--- src/iprc_regs.svh ---
// register indices, bit positions, reset values and bus codes of the request/priority block
// assumes a 32-bit AXI4-Lite slave; byte address of a register is four times its index
`ifndef IPRC_REGS_SVH
`define IPRC_REGS_SVH

// register indices (byte address = index * 4)
`define IPRC_IDX_REQ0 12'hfc0
`define IPRC_IDX_ENH0 12'hfc1
`define IPRC_IDX_ENL0 12'hfc2
`define IPRC_IDX_REQ1 12'hfc3
`define IPRC_IDX_ENH1 12'hfc4
`define IPRC_IDX_ENL1 12'hfc5
`define IPRC_IDX_CTRL 12'hfc6
`define IPRC_IDX_EVST 12'hfc7
`define IPRC_IDX_EVMASK 12'hfc8
`define IPRC_IDX_VEC 12'hfc9

// first group bit positions
`define IPRC_BIT_TIMER2 7
`define IPRC_BIT_TIMER1 6
`define IPRC_BIT_TIMER0 5
`define IPRC_BIT_SERIAL0_RX 4
`define IPRC_BIT_SERIAL0_TX 3
`define IPRC_BIT_TWOWIRE 2
`define IPRC_BIT_SYNC_SERIAL 1
`define IPRC_BIT_CONVERTER 0

// control and event bits
`define IPRC_BIT_GLOBAL_EN 0
`define IPRC_BIT_EV_GROUP0 0
`define IPRC_BIT_EV_GROUP1 1

// reset values
`define IPRC_RST_BYTE 8'h00
`define IPRC_RST_EV 2'h0

// bus responses
`define IPRC_RESP_OKAY 2'h0
`define IPRC_RESP_SLVERR 2'h2

`endif

--- src/iprc_pkg.sv ---
// types shared by the request/priority block
// assumes nothing beyond a SystemVerilog compiler
package iprc_pkg;

  // write channel sequencing
  typedef enum logic [1:0] {
    IPRC_WS_IDLE = 2'b01,
    IPRC_WS_RESP = 2'b10
  } iprc_wstate_t;

  // read channel sequencing
  typedef enum logic [1:0] {
    IPRC_RS_IDLE = 2'b01,
    IPRC_RS_DATA = 2'b10
  } iprc_rstate_t;

  // priority of one source: 0 disabled, 1..3 rising priority
  typedef logic [1:0] iprc_level_t;

endpackage

--- src/iprc_ctrl.sv ---
// interrupt request capture, priority enable and vector selection behind an AXI4-Lite slave
// assumes all request inputs are one-cycle or level sets from logic on aclk (no sync needed)
//
// The AXI4-Lite interface to the registers was decided locally.
`timescale 1ns/1ps
`include "iprc_regs.svh"

module iprc_ctrl
  import iprc_pkg::*;
(
  input wire logic aclk,
  input wire logic aresetn,
  input wire logic [15:0] s_axi_awaddr,
  input wire logic [2:0] s_axi_awprot,
  input wire logic s_axi_awvalid,
  output logic s_axi_awready,
  input wire logic [31:0] s_axi_wdata,
  input wire logic [3:0] s_axi_wstrb,
  input wire logic s_axi_wvalid,
  output logic s_axi_wready,
  output logic [1:0] s_axi_bresp,
  output logic s_axi_bvalid,
  input wire logic s_axi_bready,
  input wire logic [15:0] s_axi_araddr,
  input wire logic [2:0] s_axi_arprot,
  input wire logic s_axi_arvalid,
  output logic s_axi_arready,
  output logic [31:0] s_axi_rdata,
  output logic [1:0] s_axi_rresp,
  output logic s_axi_rvalid,
  input wire logic s_axi_rready,
  input wire logic timer2_request,
  input wire logic timer1_request,
  input wire logic timer0_request,
  input wire logic serial0_rx_request,
  input wire logic serial0_tx_request,
  input wire logic twowire_request,
  input wire logic sync_serial_request,
  input wire logic converter_request,
  input wire logic port_pin7_request,
  input wire logic port_pin6_request,
  input wire logic port_pin5_request,
  input wire logic port_pin4_request,
  input wire logic port_pin3_request,
  input wire logic port_pin2_request,
  input wire logic port_pin1_request,
  input wire logic port_pin0_request,
  output logic core_irq_valid,
  output logic [3:0] core_irq_vector,
  output iprc_level_t core_irq_level,
  output logic irq
);

  // register file
  logic [7:0] request_group0;
  logic [7:0] enable_high_group0;
  logic [7:0] enable_low_group0;
  logic [7:0] request_group1_pins;
  logic [7:0] enable_high_group1;
  logic [7:0] enable_low_group1;
  logic global_enable;
  logic [1:0] event_status;
  logic [1:0] event_mask;

  // bus state
  iprc_wstate_t wstate;
  iprc_rstate_t rstate;
  logic aw_got;
  logic w_got;
  logic [15:0] aw_addr_q;
  logic [31:0] w_data_q;
  logic [3:0] w_strb_q;
  logic do_write;
  logic [11:0] wr_idx;
  logic wr_hit;
  logic wr_lane0;
  logic [11:0] rd_idx;
  logic rd_hit;
  logic [7:0] rd_byte;

  // hardware request sets, watchdog deliberately not among them
  logic [7:0] hw_set0;
  logic [7:0] hw_set1;
  logic [15:0] pending;
  logic [15:0] enh_all;
  logic [15:0] enl_all;
  iprc_level_t src_level [16];
  iprc_level_t best_level;
  logic [3:0] best_vector;

  // first group packing in documented bit order
  always_comb begin
    hw_set0 = 8'h00;
    hw_set0[`IPRC_BIT_TIMER2] = timer2_request;
    hw_set0[`IPRC_BIT_TIMER1] = timer1_request;
    hw_set0[`IPRC_BIT_TIMER0] = timer0_request;
    hw_set0[`IPRC_BIT_SERIAL0_RX] = serial0_rx_request;
    hw_set0[`IPRC_BIT_SERIAL0_TX] = serial0_tx_request;
    hw_set0[`IPRC_BIT_TWOWIRE] = twowire_request;
    hw_set0[`IPRC_BIT_SYNC_SERIAL] = sync_serial_request;
    hw_set0[`IPRC_BIT_CONVERTER] = converter_request;
  end

  // pin n lands on bit n
  assign hw_set1 = {port_pin7_request, port_pin6_request, port_pin5_request,
                    port_pin4_request, port_pin3_request, port_pin2_request,
                    port_pin1_request, port_pin0_request};

  // write path: address and data may arrive in either order
  assign do_write = (wstate == IPRC_WS_IDLE) && aw_got && w_got;
  assign wr_idx = aw_addr_q[13:2];
  assign wr_lane0 = do_write && w_strb_q[0];

  always_comb begin
    wr_hit = 1'b0;
    if (aw_addr_q[15:14] == 2'h0) begin
      case (wr_idx)
        `IPRC_IDX_REQ0, `IPRC_IDX_ENH0, `IPRC_IDX_ENL0, `IPRC_IDX_REQ1,
        `IPRC_IDX_ENH1, `IPRC_IDX_ENL1, `IPRC_IDX_CTRL, `IPRC_IDX_EVST,
        `IPRC_IDX_EVMASK, `IPRC_IDX_VEC: wr_hit = 1'b1;
        default: wr_hit = 1'b0;
      endcase
    end
  end

  // address channel capture
  always_ff @(posedge aclk) begin
    if (!aresetn) begin
      aw_got <= 1'b0;
      aw_addr_q <= 16'h0000;
      s_axi_awready <= 1'b0;
    end else begin
      if (s_axi_awvalid && s_axi_awready) begin
        aw_got <= 1'b1;
        aw_addr_q <= s_axi_awaddr;
      end else if (do_write) begin
        aw_got <= 1'b0;
      end
      // ready drops right after a take so a second address waits
      s_axi_awready <= (wstate == IPRC_WS_IDLE) && !aw_got && !do_write
                       && !(s_axi_awvalid && s_axi_awready);
    end
  end

  // data channel capture
  always_ff @(posedge aclk) begin
    if (!aresetn) begin
      w_got <= 1'b0;
      w_data_q <= 32'h00000000;
      w_strb_q <= 4'h0;
      s_axi_wready <= 1'b0;
    end else begin
      if (s_axi_wvalid && s_axi_wready) begin
        w_got <= 1'b1;
        w_data_q <= s_axi_wdata;
        w_strb_q <= s_axi_wstrb;
      end else if (do_write) begin
        w_got <= 1'b0;
      end
      s_axi_wready <= (wstate == IPRC_WS_IDLE) && !w_got && !do_write
                      && !(s_axi_wvalid && s_axi_wready);
    end
  end

  // write response; unmapped addresses answer slverr and change nothing
  always_ff @(posedge aclk) begin
    if (!aresetn) begin
      wstate <= IPRC_WS_IDLE;
      s_axi_bvalid <= 1'b0;
      s_axi_bresp <= `IPRC_RESP_OKAY;
    end else begin
      case (wstate)
        IPRC_WS_IDLE: begin
          if (do_write) begin
            s_axi_bvalid <= 1'b1;
            s_axi_bresp <= wr_hit ? `IPRC_RESP_OKAY : `IPRC_RESP_SLVERR;
            wstate <= IPRC_WS_RESP;
          end
        end
        IPRC_WS_RESP: begin
          if (s_axi_bready) begin
            s_axi_bvalid <= 1'b0;
            wstate <= IPRC_WS_IDLE;
          end
        end
        default: begin
          s_axi_bvalid <= 1'b0;
          wstate <= IPRC_WS_IDLE;
        end
      endcase
    end
  end

  // request registers: written value replaces, hardware sets are ored on top,
  // so a set arriving with a clearing write survives; recorded even when
  // interrupts are globally off so software can poll
  always_ff @(posedge aclk) begin
    if (!aresetn) begin
      request_group0 <= `IPRC_RST_BYTE;
      request_group1_pins <= `IPRC_RST_BYTE;
    end else begin
      if (wr_lane0 && wr_hit && wr_idx == `IPRC_IDX_REQ0) begin
        request_group0 <= w_data_q[7:0] | hw_set0;
      end else begin
        request_group0 <= request_group0 | hw_set0;
      end
      if (wr_lane0 && wr_hit && wr_idx == `IPRC_IDX_REQ1) begin
        request_group1_pins <= w_data_q[7:0] | hw_set1;
      end else begin
        request_group1_pins <= request_group1_pins | hw_set1;
      end
    end
  end

  // enable pairs and global enable
  always_ff @(posedge aclk) begin
    if (!aresetn) begin
      enable_high_group0 <= `IPRC_RST_BYTE;
      enable_low_group0 <= `IPRC_RST_BYTE;
      enable_high_group1 <= `IPRC_RST_BYTE;
      enable_low_group1 <= `IPRC_RST_BYTE;
      global_enable <= 1'b0;
    end else if (wr_lane0 && wr_hit) begin
      case (wr_idx)
        `IPRC_IDX_ENH0: enable_high_group0 <= w_data_q[7:0];
        `IPRC_IDX_ENL0: enable_low_group0 <= w_data_q[7:0];
        `IPRC_IDX_ENH1: enable_high_group1 <= w_data_q[7:0];
        `IPRC_IDX_ENL1: enable_low_group1 <= w_data_q[7:0];
        `IPRC_IDX_CTRL: global_enable <= w_data_q[`IPRC_BIT_GLOBAL_EN];
        default: global_enable <= global_enable;
      endcase
    end
  end

  // event status: a group sees any hardware request; write one to clear,
  // a new event in the clearing cycle wins
  always_ff @(posedge aclk) begin
    if (!aresetn) begin
      event_status <= `IPRC_RST_EV;
      event_mask <= `IPRC_RST_EV;
    end else begin
      if (wr_lane0 && wr_hit && wr_idx == `IPRC_IDX_EVST) begin
        event_status <= (event_status & ~w_data_q[1:0]) | {(|hw_set1), (|hw_set0)};
      end else begin
        event_status <= event_status | {(|hw_set1), (|hw_set0)};
      end
      if (wr_lane0 && wr_hit && wr_idx == `IPRC_IDX_EVMASK) begin
        event_mask <= w_data_q[1:0];
      end
    end
  end

  // interrupt line from unmasked events
  always_ff @(posedge aclk) begin
    if (!aresetn) begin
      irq <= 1'b0;
    end else begin
      irq <= |(event_status & event_mask);
    end
  end

  // per source priority decode, vector 0-7 first group, 8-15 pin group
  assign pending = {request_group1_pins, request_group0};
  assign enh_all = {enable_high_group1, enable_high_group0};
  assign enl_all = {enable_low_group1, enable_low_group0};

  genvar gi;
  generate
    for (gi = 0; gi < 16; gi++) begin : g_src
      // high bit first: 00 off, 01 level 1, 10 level 2, 11 level 3
      assign src_level[gi] = pending[gi] ? {enh_all[gi], enl_all[gi]} : 2'h0;
    end
  endgenerate

  // pick highest level; ties go to the higher vector number, a fixed order
  // that keeps the selection cheap rather than fair
  always_comb begin
    best_level = 2'h0;
    best_vector = 4'h0;
    for (int i = 0; i < 16; i++) begin
      if (src_level[i] != 2'h0 && src_level[i] >= best_level) begin
        best_level = src_level[i];
        best_vector = 4'(i);
      end
    end
  end

  // forward to the core only while globally enabled; watchdog never passes here
  always_ff @(posedge aclk) begin
    if (!aresetn) begin
      core_irq_valid <= 1'b0;
      core_irq_vector <= 4'h0;
      core_irq_level <= 2'h0;
    end else begin
      core_irq_valid <= global_enable && (best_level != 2'h0);
      core_irq_vector <= best_vector;
      core_irq_level <= global_enable ? best_level : 2'h0; // level shown only while offered
    end
  end

  // read decode
  assign rd_idx = s_axi_araddr[13:2];

  always_comb begin
    rd_hit = (s_axi_araddr[15:14] == 2'h0);
    rd_byte = 8'h00;
    case (rd_idx)
      `IPRC_IDX_REQ0: rd_byte = request_group0;
      `IPRC_IDX_ENH0: rd_byte = enable_high_group0;
      `IPRC_IDX_ENL0: rd_byte = enable_low_group0;
      `IPRC_IDX_REQ1: rd_byte = request_group1_pins;
      `IPRC_IDX_ENH1: rd_byte = enable_high_group1;
      `IPRC_IDX_ENL1: rd_byte = enable_low_group1;
      `IPRC_IDX_CTRL: rd_byte = {7'h00, global_enable};
      `IPRC_IDX_EVST: rd_byte = {6'h00, event_status};
      `IPRC_IDX_EVMASK: rd_byte = {6'h00, event_mask};
      `IPRC_IDX_VEC: rd_byte = {core_irq_valid, core_irq_level, 1'b0, core_irq_vector};
      default: rd_hit = 1'b0;
    endcase
  end

  // read channel: data sampled at the address take, answered next cycle
  always_ff @(posedge aclk) begin
    if (!aresetn) begin
      rstate <= IPRC_RS_IDLE;
      s_axi_arready <= 1'b0;
      s_axi_rvalid <= 1'b0;
      s_axi_rdata <= 32'h00000000;
      s_axi_rresp <= `IPRC_RESP_OKAY;
    end else begin
      case (rstate)
        IPRC_RS_IDLE: begin
          if (s_axi_arvalid && s_axi_arready) begin
            s_axi_arready <= 1'b0;
            s_axi_rvalid <= 1'b1;
            s_axi_rdata <= {24'h000000, rd_byte};
            s_axi_rresp <= rd_hit ? `IPRC_RESP_OKAY : `IPRC_RESP_SLVERR;
            rstate <= IPRC_RS_DATA;
          end else begin
            s_axi_arready <= 1'b1;
          end
        end
        IPRC_RS_DATA: begin
          if (s_axi_rready) begin
            s_axi_rvalid <= 1'b0;
            rstate <= IPRC_RS_IDLE;
          end
        end
        default: begin
          s_axi_arready <= 1'b0;
          s_axi_rvalid <= 1'b0;
          rstate <= IPRC_RS_IDLE;
        end
      endcase
    end
  end

endmodule // iprc_ctrl

--- config.mk ---
export PLATFORM = sky130hd
export DESIGN_NAME = iprc_ctrl
export DESIGN_NICKNAME = d
export VERILOG_FILES = /design/src/iprc_pkg.sv /design/src/iprc_ctrl.sv
export VERILOG_INCLUDE_DIRS = /design/src
export SDC_FILE = /design/constraint.sdc
export NUM_CORES = 1
export LEC_CHECK = 0
export BUFFER_PORTS_ARGS = -buffer_cell sky130_fd_sc_hd__buf_2
export CORE_UTILIZATION = 58
export DETAILED_ROUTE_END_ITERATION = 12
export MAX_ROUTING_LAYER = met4
export PLACE_DENSITY = 0.86
export SLEW_MARGIN = 30
export SYNTH_ARGS = -nofsm -noshare
export SYNTH_HDL_FRONTEND = slang
export SYNTH_SLANG_ARGS = --single-unit
export TNS_END_PERCENT = 5
--- constraint.sdc ---
create_clock -name aclk -period 27 [get_ports aclk]
set_input_delay 1.35 -clock aclk [delete_from_list [all_inputs] [get_ports aclk]]
set_output_delay 1.35 -clock aclk [all_outputs]
set_load 0.005 [all_outputs]
# == After elaboration in Yosys (flattened, before gate mapping) ==
# Cells that the tools add are included.
# word_totals
wordCells,229
reg_bits,109
in_bits,97
out_inout_bits,49
# op_classes
n_mux,73
reduce_logical,75
eq_ne,28
magnitude_cmp,16
bitwise_logic,9
# ops
operator,n
equality test 12 bit (second input constant),20
one-hot mux 8 bit (10 select lines),1
2-to-1 mux 2 bit,39
2-to-1 mux 4 bit,14
nonzero test 2 bit,19
logical AND 1 bit,34
bitwise OR 8 bit,4
>= comparator 2 bit,15
AND reduction 2 bit,10
OR reduction 10 bit,2
2-to-1 mux 8 bit,2
OR reduction 8 bit,2
2-to-1 mux 1 bit,12
!= test 2 bit (second input constant),4
one-hot mux 2 bit (2 select lines),2
one-hot mux 1 bit (2 select lines),3
zero test 1 bit,5
AND 2 bit,2
equality test 2 x 1 -> 1 bit (second input constant),2
equality test 2 bit (second input constant),2
zero test 2 bit,2
bitwise OR 2 bit,2
>= comparator 2 x 1 -> 1 bit (second input constant),1
NOT 2 bit,1
OR reduction 2 bit,1

# == Logic depth before layout (Yosys ltp) ==
# logic_depth
word_depth,51
ltp_mapped,97

# == Worst setup path before layout ==
# Ideal clock, no wire load.
# synth_path
path_type,reg-to-reg
start,reg request_group0[1]
end,reg core_irq_vector[2]
stages_incl_launch_ff,94
arrival_time_ns,15.993
path_buffers,1
t_required_ns,26.880
path_slack_ns,10.887
period_less_slack_ns,16.113
path_cell_list,dfxtp_1 buf_6 nand2_1 ha_1 nand4b_1 a31o_1 and3_1 inv_1 ha_1 nor2b_1 nand2_1 a31o_2 o21ai_0 ha_1 nand2b_1 o21bai_1 and2_1 o211ai_1 [... 58 more ...] nor2b_1 o21ai_0 a31oi_1 o211ai_2 nor3_1 o21ai_1 nand2b_1 ha_1 nand2b_1 a32oi_1 nor3b_1 or3_1 o21a_1 ha_1 nand2b_1 a21oi_1 o21ai_1 o31a_1
# synth_via
elab_chain_len,46
# synth_lines
item,line_no,text
"start, declared",iprc_ctrl.sv:55,logic [7:0] request_group0;
"start signal, assigned",iprc_ctrl.sv:199,request_group0 <= `IPRC_RST_BYTE;
"start signal, assigned",iprc_ctrl.sv:203,request_group0 <= w_data_q[7:0] | hw_set0;
"start signal, assigned",iprc_ctrl.sv:205,request_group0 <= request_group0 | hw_set0;
2-to-1 mux 2 bit (*),iprc_ctrl.sv:271,"assign src_level[gi] = pending[gi] ? {enh_all[gi], enl_all[gi]} : 2'h0;"
>= comparator 2 bit / nonzero test 2 bit (equally long branches),iprc_ctrl.sv:281,if (src_level[i] != 2'h0 && src_level[i] >= best_level) begin
logical AND 1 bit,iprc_ctrl.sv:281,
2-to-1 mux 2 bit (*),iprc_ctrl.sv:281,
>= comparator 2 bit,iprc_ctrl.sv:281,
logical AND 1 bit,iprc_ctrl.sv:281,
2-to-1 mux 2 bit (*),iprc_ctrl.sv:281,
>= comparator 2 bit,iprc_ctrl.sv:281,
[... 30 more ...],-,
logical AND 1 bit,iprc_ctrl.sv:281,
2-to-1 mux 2 bit,iprc_ctrl.sv:281,
>= comparator 2 bit,iprc_ctrl.sv:281,
logical AND 1 bit,iprc_ctrl.sv:281,
2-to-1 mux 2 bit,iprc_ctrl.sv:281,
>= comparator 2 bit,iprc_ctrl.sv:281,
logical AND 1 bit,iprc_ctrl.sv:281,
2-to-1 mux 4 bit (*),iprc_ctrl.sv:281,
"end signal, assigned",iprc_ctrl.sv:296,core_irq_vector <= best_vector;
"end, declared",iprc_ctrl.sv:49,"output logic [3:0] core_irq_vector,"
# Mark *: on every way between the ends. The rest lies on a longest branch, timed or not.
# A chain may end at the register's enable or synchronous reset.

# == Worst setup path in the final report ==
# Ends and elaborated chain as after synthesis.

==> impl_metrics.ini <==
[pwr]
power.internal_mw = 0.203
switching_power_mw = 0.0823
power_switching_share = 0.289
finalPower_mw = 0.285
pwr-share-seq = 0.575
leakage_nw = 2.96
power_frac_comb = 0.068
ir_drop_uv = 35.6
p_clk_frac = 0.358
powerDensity_nw_per_um2 = 44.4

[global_routing]
overflow = 0
grt_usage = 0.326
grt_max_degree = 64
grt_pass1_vias = 5162
grt_pass1_wl_um = 25200
antenna_found_initial = 0

[die]
fp.dieW_um = 102
coreArea_um2 = 9770
fp.dieH_um = 102
ios = 146
initial_core_util = 0.597
die_area_um2 = 10500
rows = 36

[drt]
drt-initial-drc-count = 428
viasPerCell = 6.11
wl_per_cell_um = 17.6
drc = 0
vias = 5759
ant_nets = 0
drt_first_pass_iters = 6
totalWireLength_um = 16600

[clocking]
cts.clk_slew.worst_paths_ns = 0.12
cts_tree = built
cts_resized = 0
cts_setup_buffers = 0
htreeDepth = 3
clock_sink_count = 103
ctsHoldBuffers = 0
clk_latency_ns = 0.38
clock_path_buffers = 2
root_buffer = clkbuf_8
numCtsBuffers = 9

[place]
pre_cts_slack_ns = 8.47
place_congestion = 0.945
placement.io_buffers = 82
dpl_cell_area_um2 = 6200
dp_hpwl_um = 12500

[final_layout]
antennaDiodeCount = 0
area_growth_pct = 10.0
most-common-layout-cells = nand2_1 (106), dfxtp_1 (103), nor2_1 (85), buf_2 (82), a21oi_1 (73)
nets = 918
design_area_um2 = 6420
mostFrequentLayoutCell = nand2_1
drive_gt1_frac = 0.144

[yosys]
ys_ff_latch = 103
synth_cell_types = 64
avgSynthCellArea_um2 = 7.88
syn_inst = 740
ys_seq_area_frac = 0.354
synth_edf_count = 0
async_flop_share = 0
ys.flop_type = dfxtp_1
synthesis.area_um2 = 5830
yosysWarnings = 0

[critical_path]
slowest_delay_ns = 0.49
cp_data_required_time_ns = 27.27
crit_path_start_kind = flip-flop
critical_path_peak_fanout = 8
crit_top_cell = ha_1
critPathSlowestCell = dfxtp_1
worstSetupPathType = flip-flop to flip-flop
arrival_ns = 19.34
end_kind = flip-flop

[sta]
finalMaxSlewViolations = 0
finalCritPeriodShare = 0.707
relSlewSlack = 0.395
clock.fmax_mhz = 52.4
rsz0062_at_grt = no
post-route-min-period_ns = 19.08
worst_pin_slew_ns = 0.901
fin_ws_ns = 7.92
fin_worst_skew_ns = 0.0185
setup-tns-final_ns = 0
finalSetupViolCount = 0
hold_viol_final = 0

[status]
run_status = finished, final reports clean

[flow_run]
max-cap-violations = 0

[min_path]
hold_path.class = flip-flop to flip-flop
## logic make-up after synthesis
logic type,synth area share
AND/OR/NAND/NOR,0.247
flip-flops,0.354
AO/OA/AOI/OAI,0.202
multiplexers,0.0847
adder cells (fa/ha/maj),0.0343
other,0.000643
buffers and inverters,0.0779
## power groups by stage
stage,clock network [mW],logic (mW),registers (mW)
global route,0.109,0.0219,0.164
floorplan,0,0.0147,0.164
detailed placement,0,0.0189,0.167
CTS,0.102,0.0190,0.163
global placement,0,0.0182,0.166
finish,0.102,0.0193,0.164
## worst paths after layout
| path | start | end | slack (ns) | cells after the start |
|---|---|---|---|---|
| max | request_group0[1] | core_irq_vector[2] | 7.92 | 93 |
| min | aw_addr_q[7] | aw_addr_q[7] | 0.47 | 2 |
| max reg2reg | request_group0[1] | core_irq_vector[2] | 7.92 | 93 |
| min reg2reg | aw_addr_q[7] | aw_addr_q[7] | 0.47 | 2 |
## registers in the layout, summed over array words and instances (netlist names), 2 cells and up
name                 cells
aw_addr_q               14
enable_high_group0       8
enable_high_group1       8
enable_low_group0        8
enable_low_group1        8
request_group0           8
request_group1_pins      8
s_axi_rdata              8
w_data_q                 8
core_irq_vector          4
core_irq_level           2
event_mask               2
event_status             2
## stage by stage
stage          cells  hold WS (ns)   util
2_1_floorplan    765         0.431      -
3_3_place_gp     926         0.442  0.633
3_5_place_dp     927         0.449  0.634
4_1_cts          943         0.467  0.656
5_1_grt          943         0.501  0.656
6_report         943         0.466  0.656
## cells in the mapped netlist, types with 7 or more instances
| cell type | instances | share of area |
|---|---|---|
| ha_1 | 16 | 0.034 |
| nor3_1 | 17 | 0.015 |
| nand2_1 | 106 | 0.068 |
| nand4_1 | 9 | 0.0097 |
| o21ai_0 | 15 | 0.013 |
| mux2i_1 | 46 | 0.079 |
| buf_4 | 28 | 0.036 |
| clkbuf_1 | 24 | 0.015 |
| a21oi_1 | 73 | 0.063 |
| inv_1 | 33 | 0.021 |
| nand3_1 | 26 | 0.022 |
| dfxtp_1 | 103 | 0.35 |
| nor2_1 | 85 | 0.055 |
| nor2b_1 | 12 | 0.013 |
| a22oi_1 | 28 | 0.036 |
| nand2b_1 | 14 | 0.015 |
| and2_1 | 7 | 0.0075 |
| and3_1 | 8 | 0.0086 |
## critical path, delay by kind of cell, from the launching register on
kind	cells	cell delay (ns)
fa+ha+maj	15	4.09
mux	1	0.40
compound gates	37	8.17
simple gates	37	5.59
flops	1	0.49
buf+inv	3	0.20
## routing by layer
layer | up-vias | global-route usage | routed length, um
met4 | 0 | 0.137 | 482
met3 | 48 | 0.0451 | 1500
met5 | - | - | 0
met1 | 2657 | 0.400 | 6590
met2 | 340 | 0.537 | 8000
li1 | 2714 | - | -
## final cells by class
type | instances | area, um^2
multi-input cells | 573 | 3420
flip-flops and latches | 103 | 2060
inverters | 34 | 128
clock inverters | 7 | 88.8
clock buffers | 9 | 124
repair buffers | 84 | 428
well taps | 133 | 166
fillers | 828 | 3360
No activity file was read; power rests on OpenSTA's default activity.
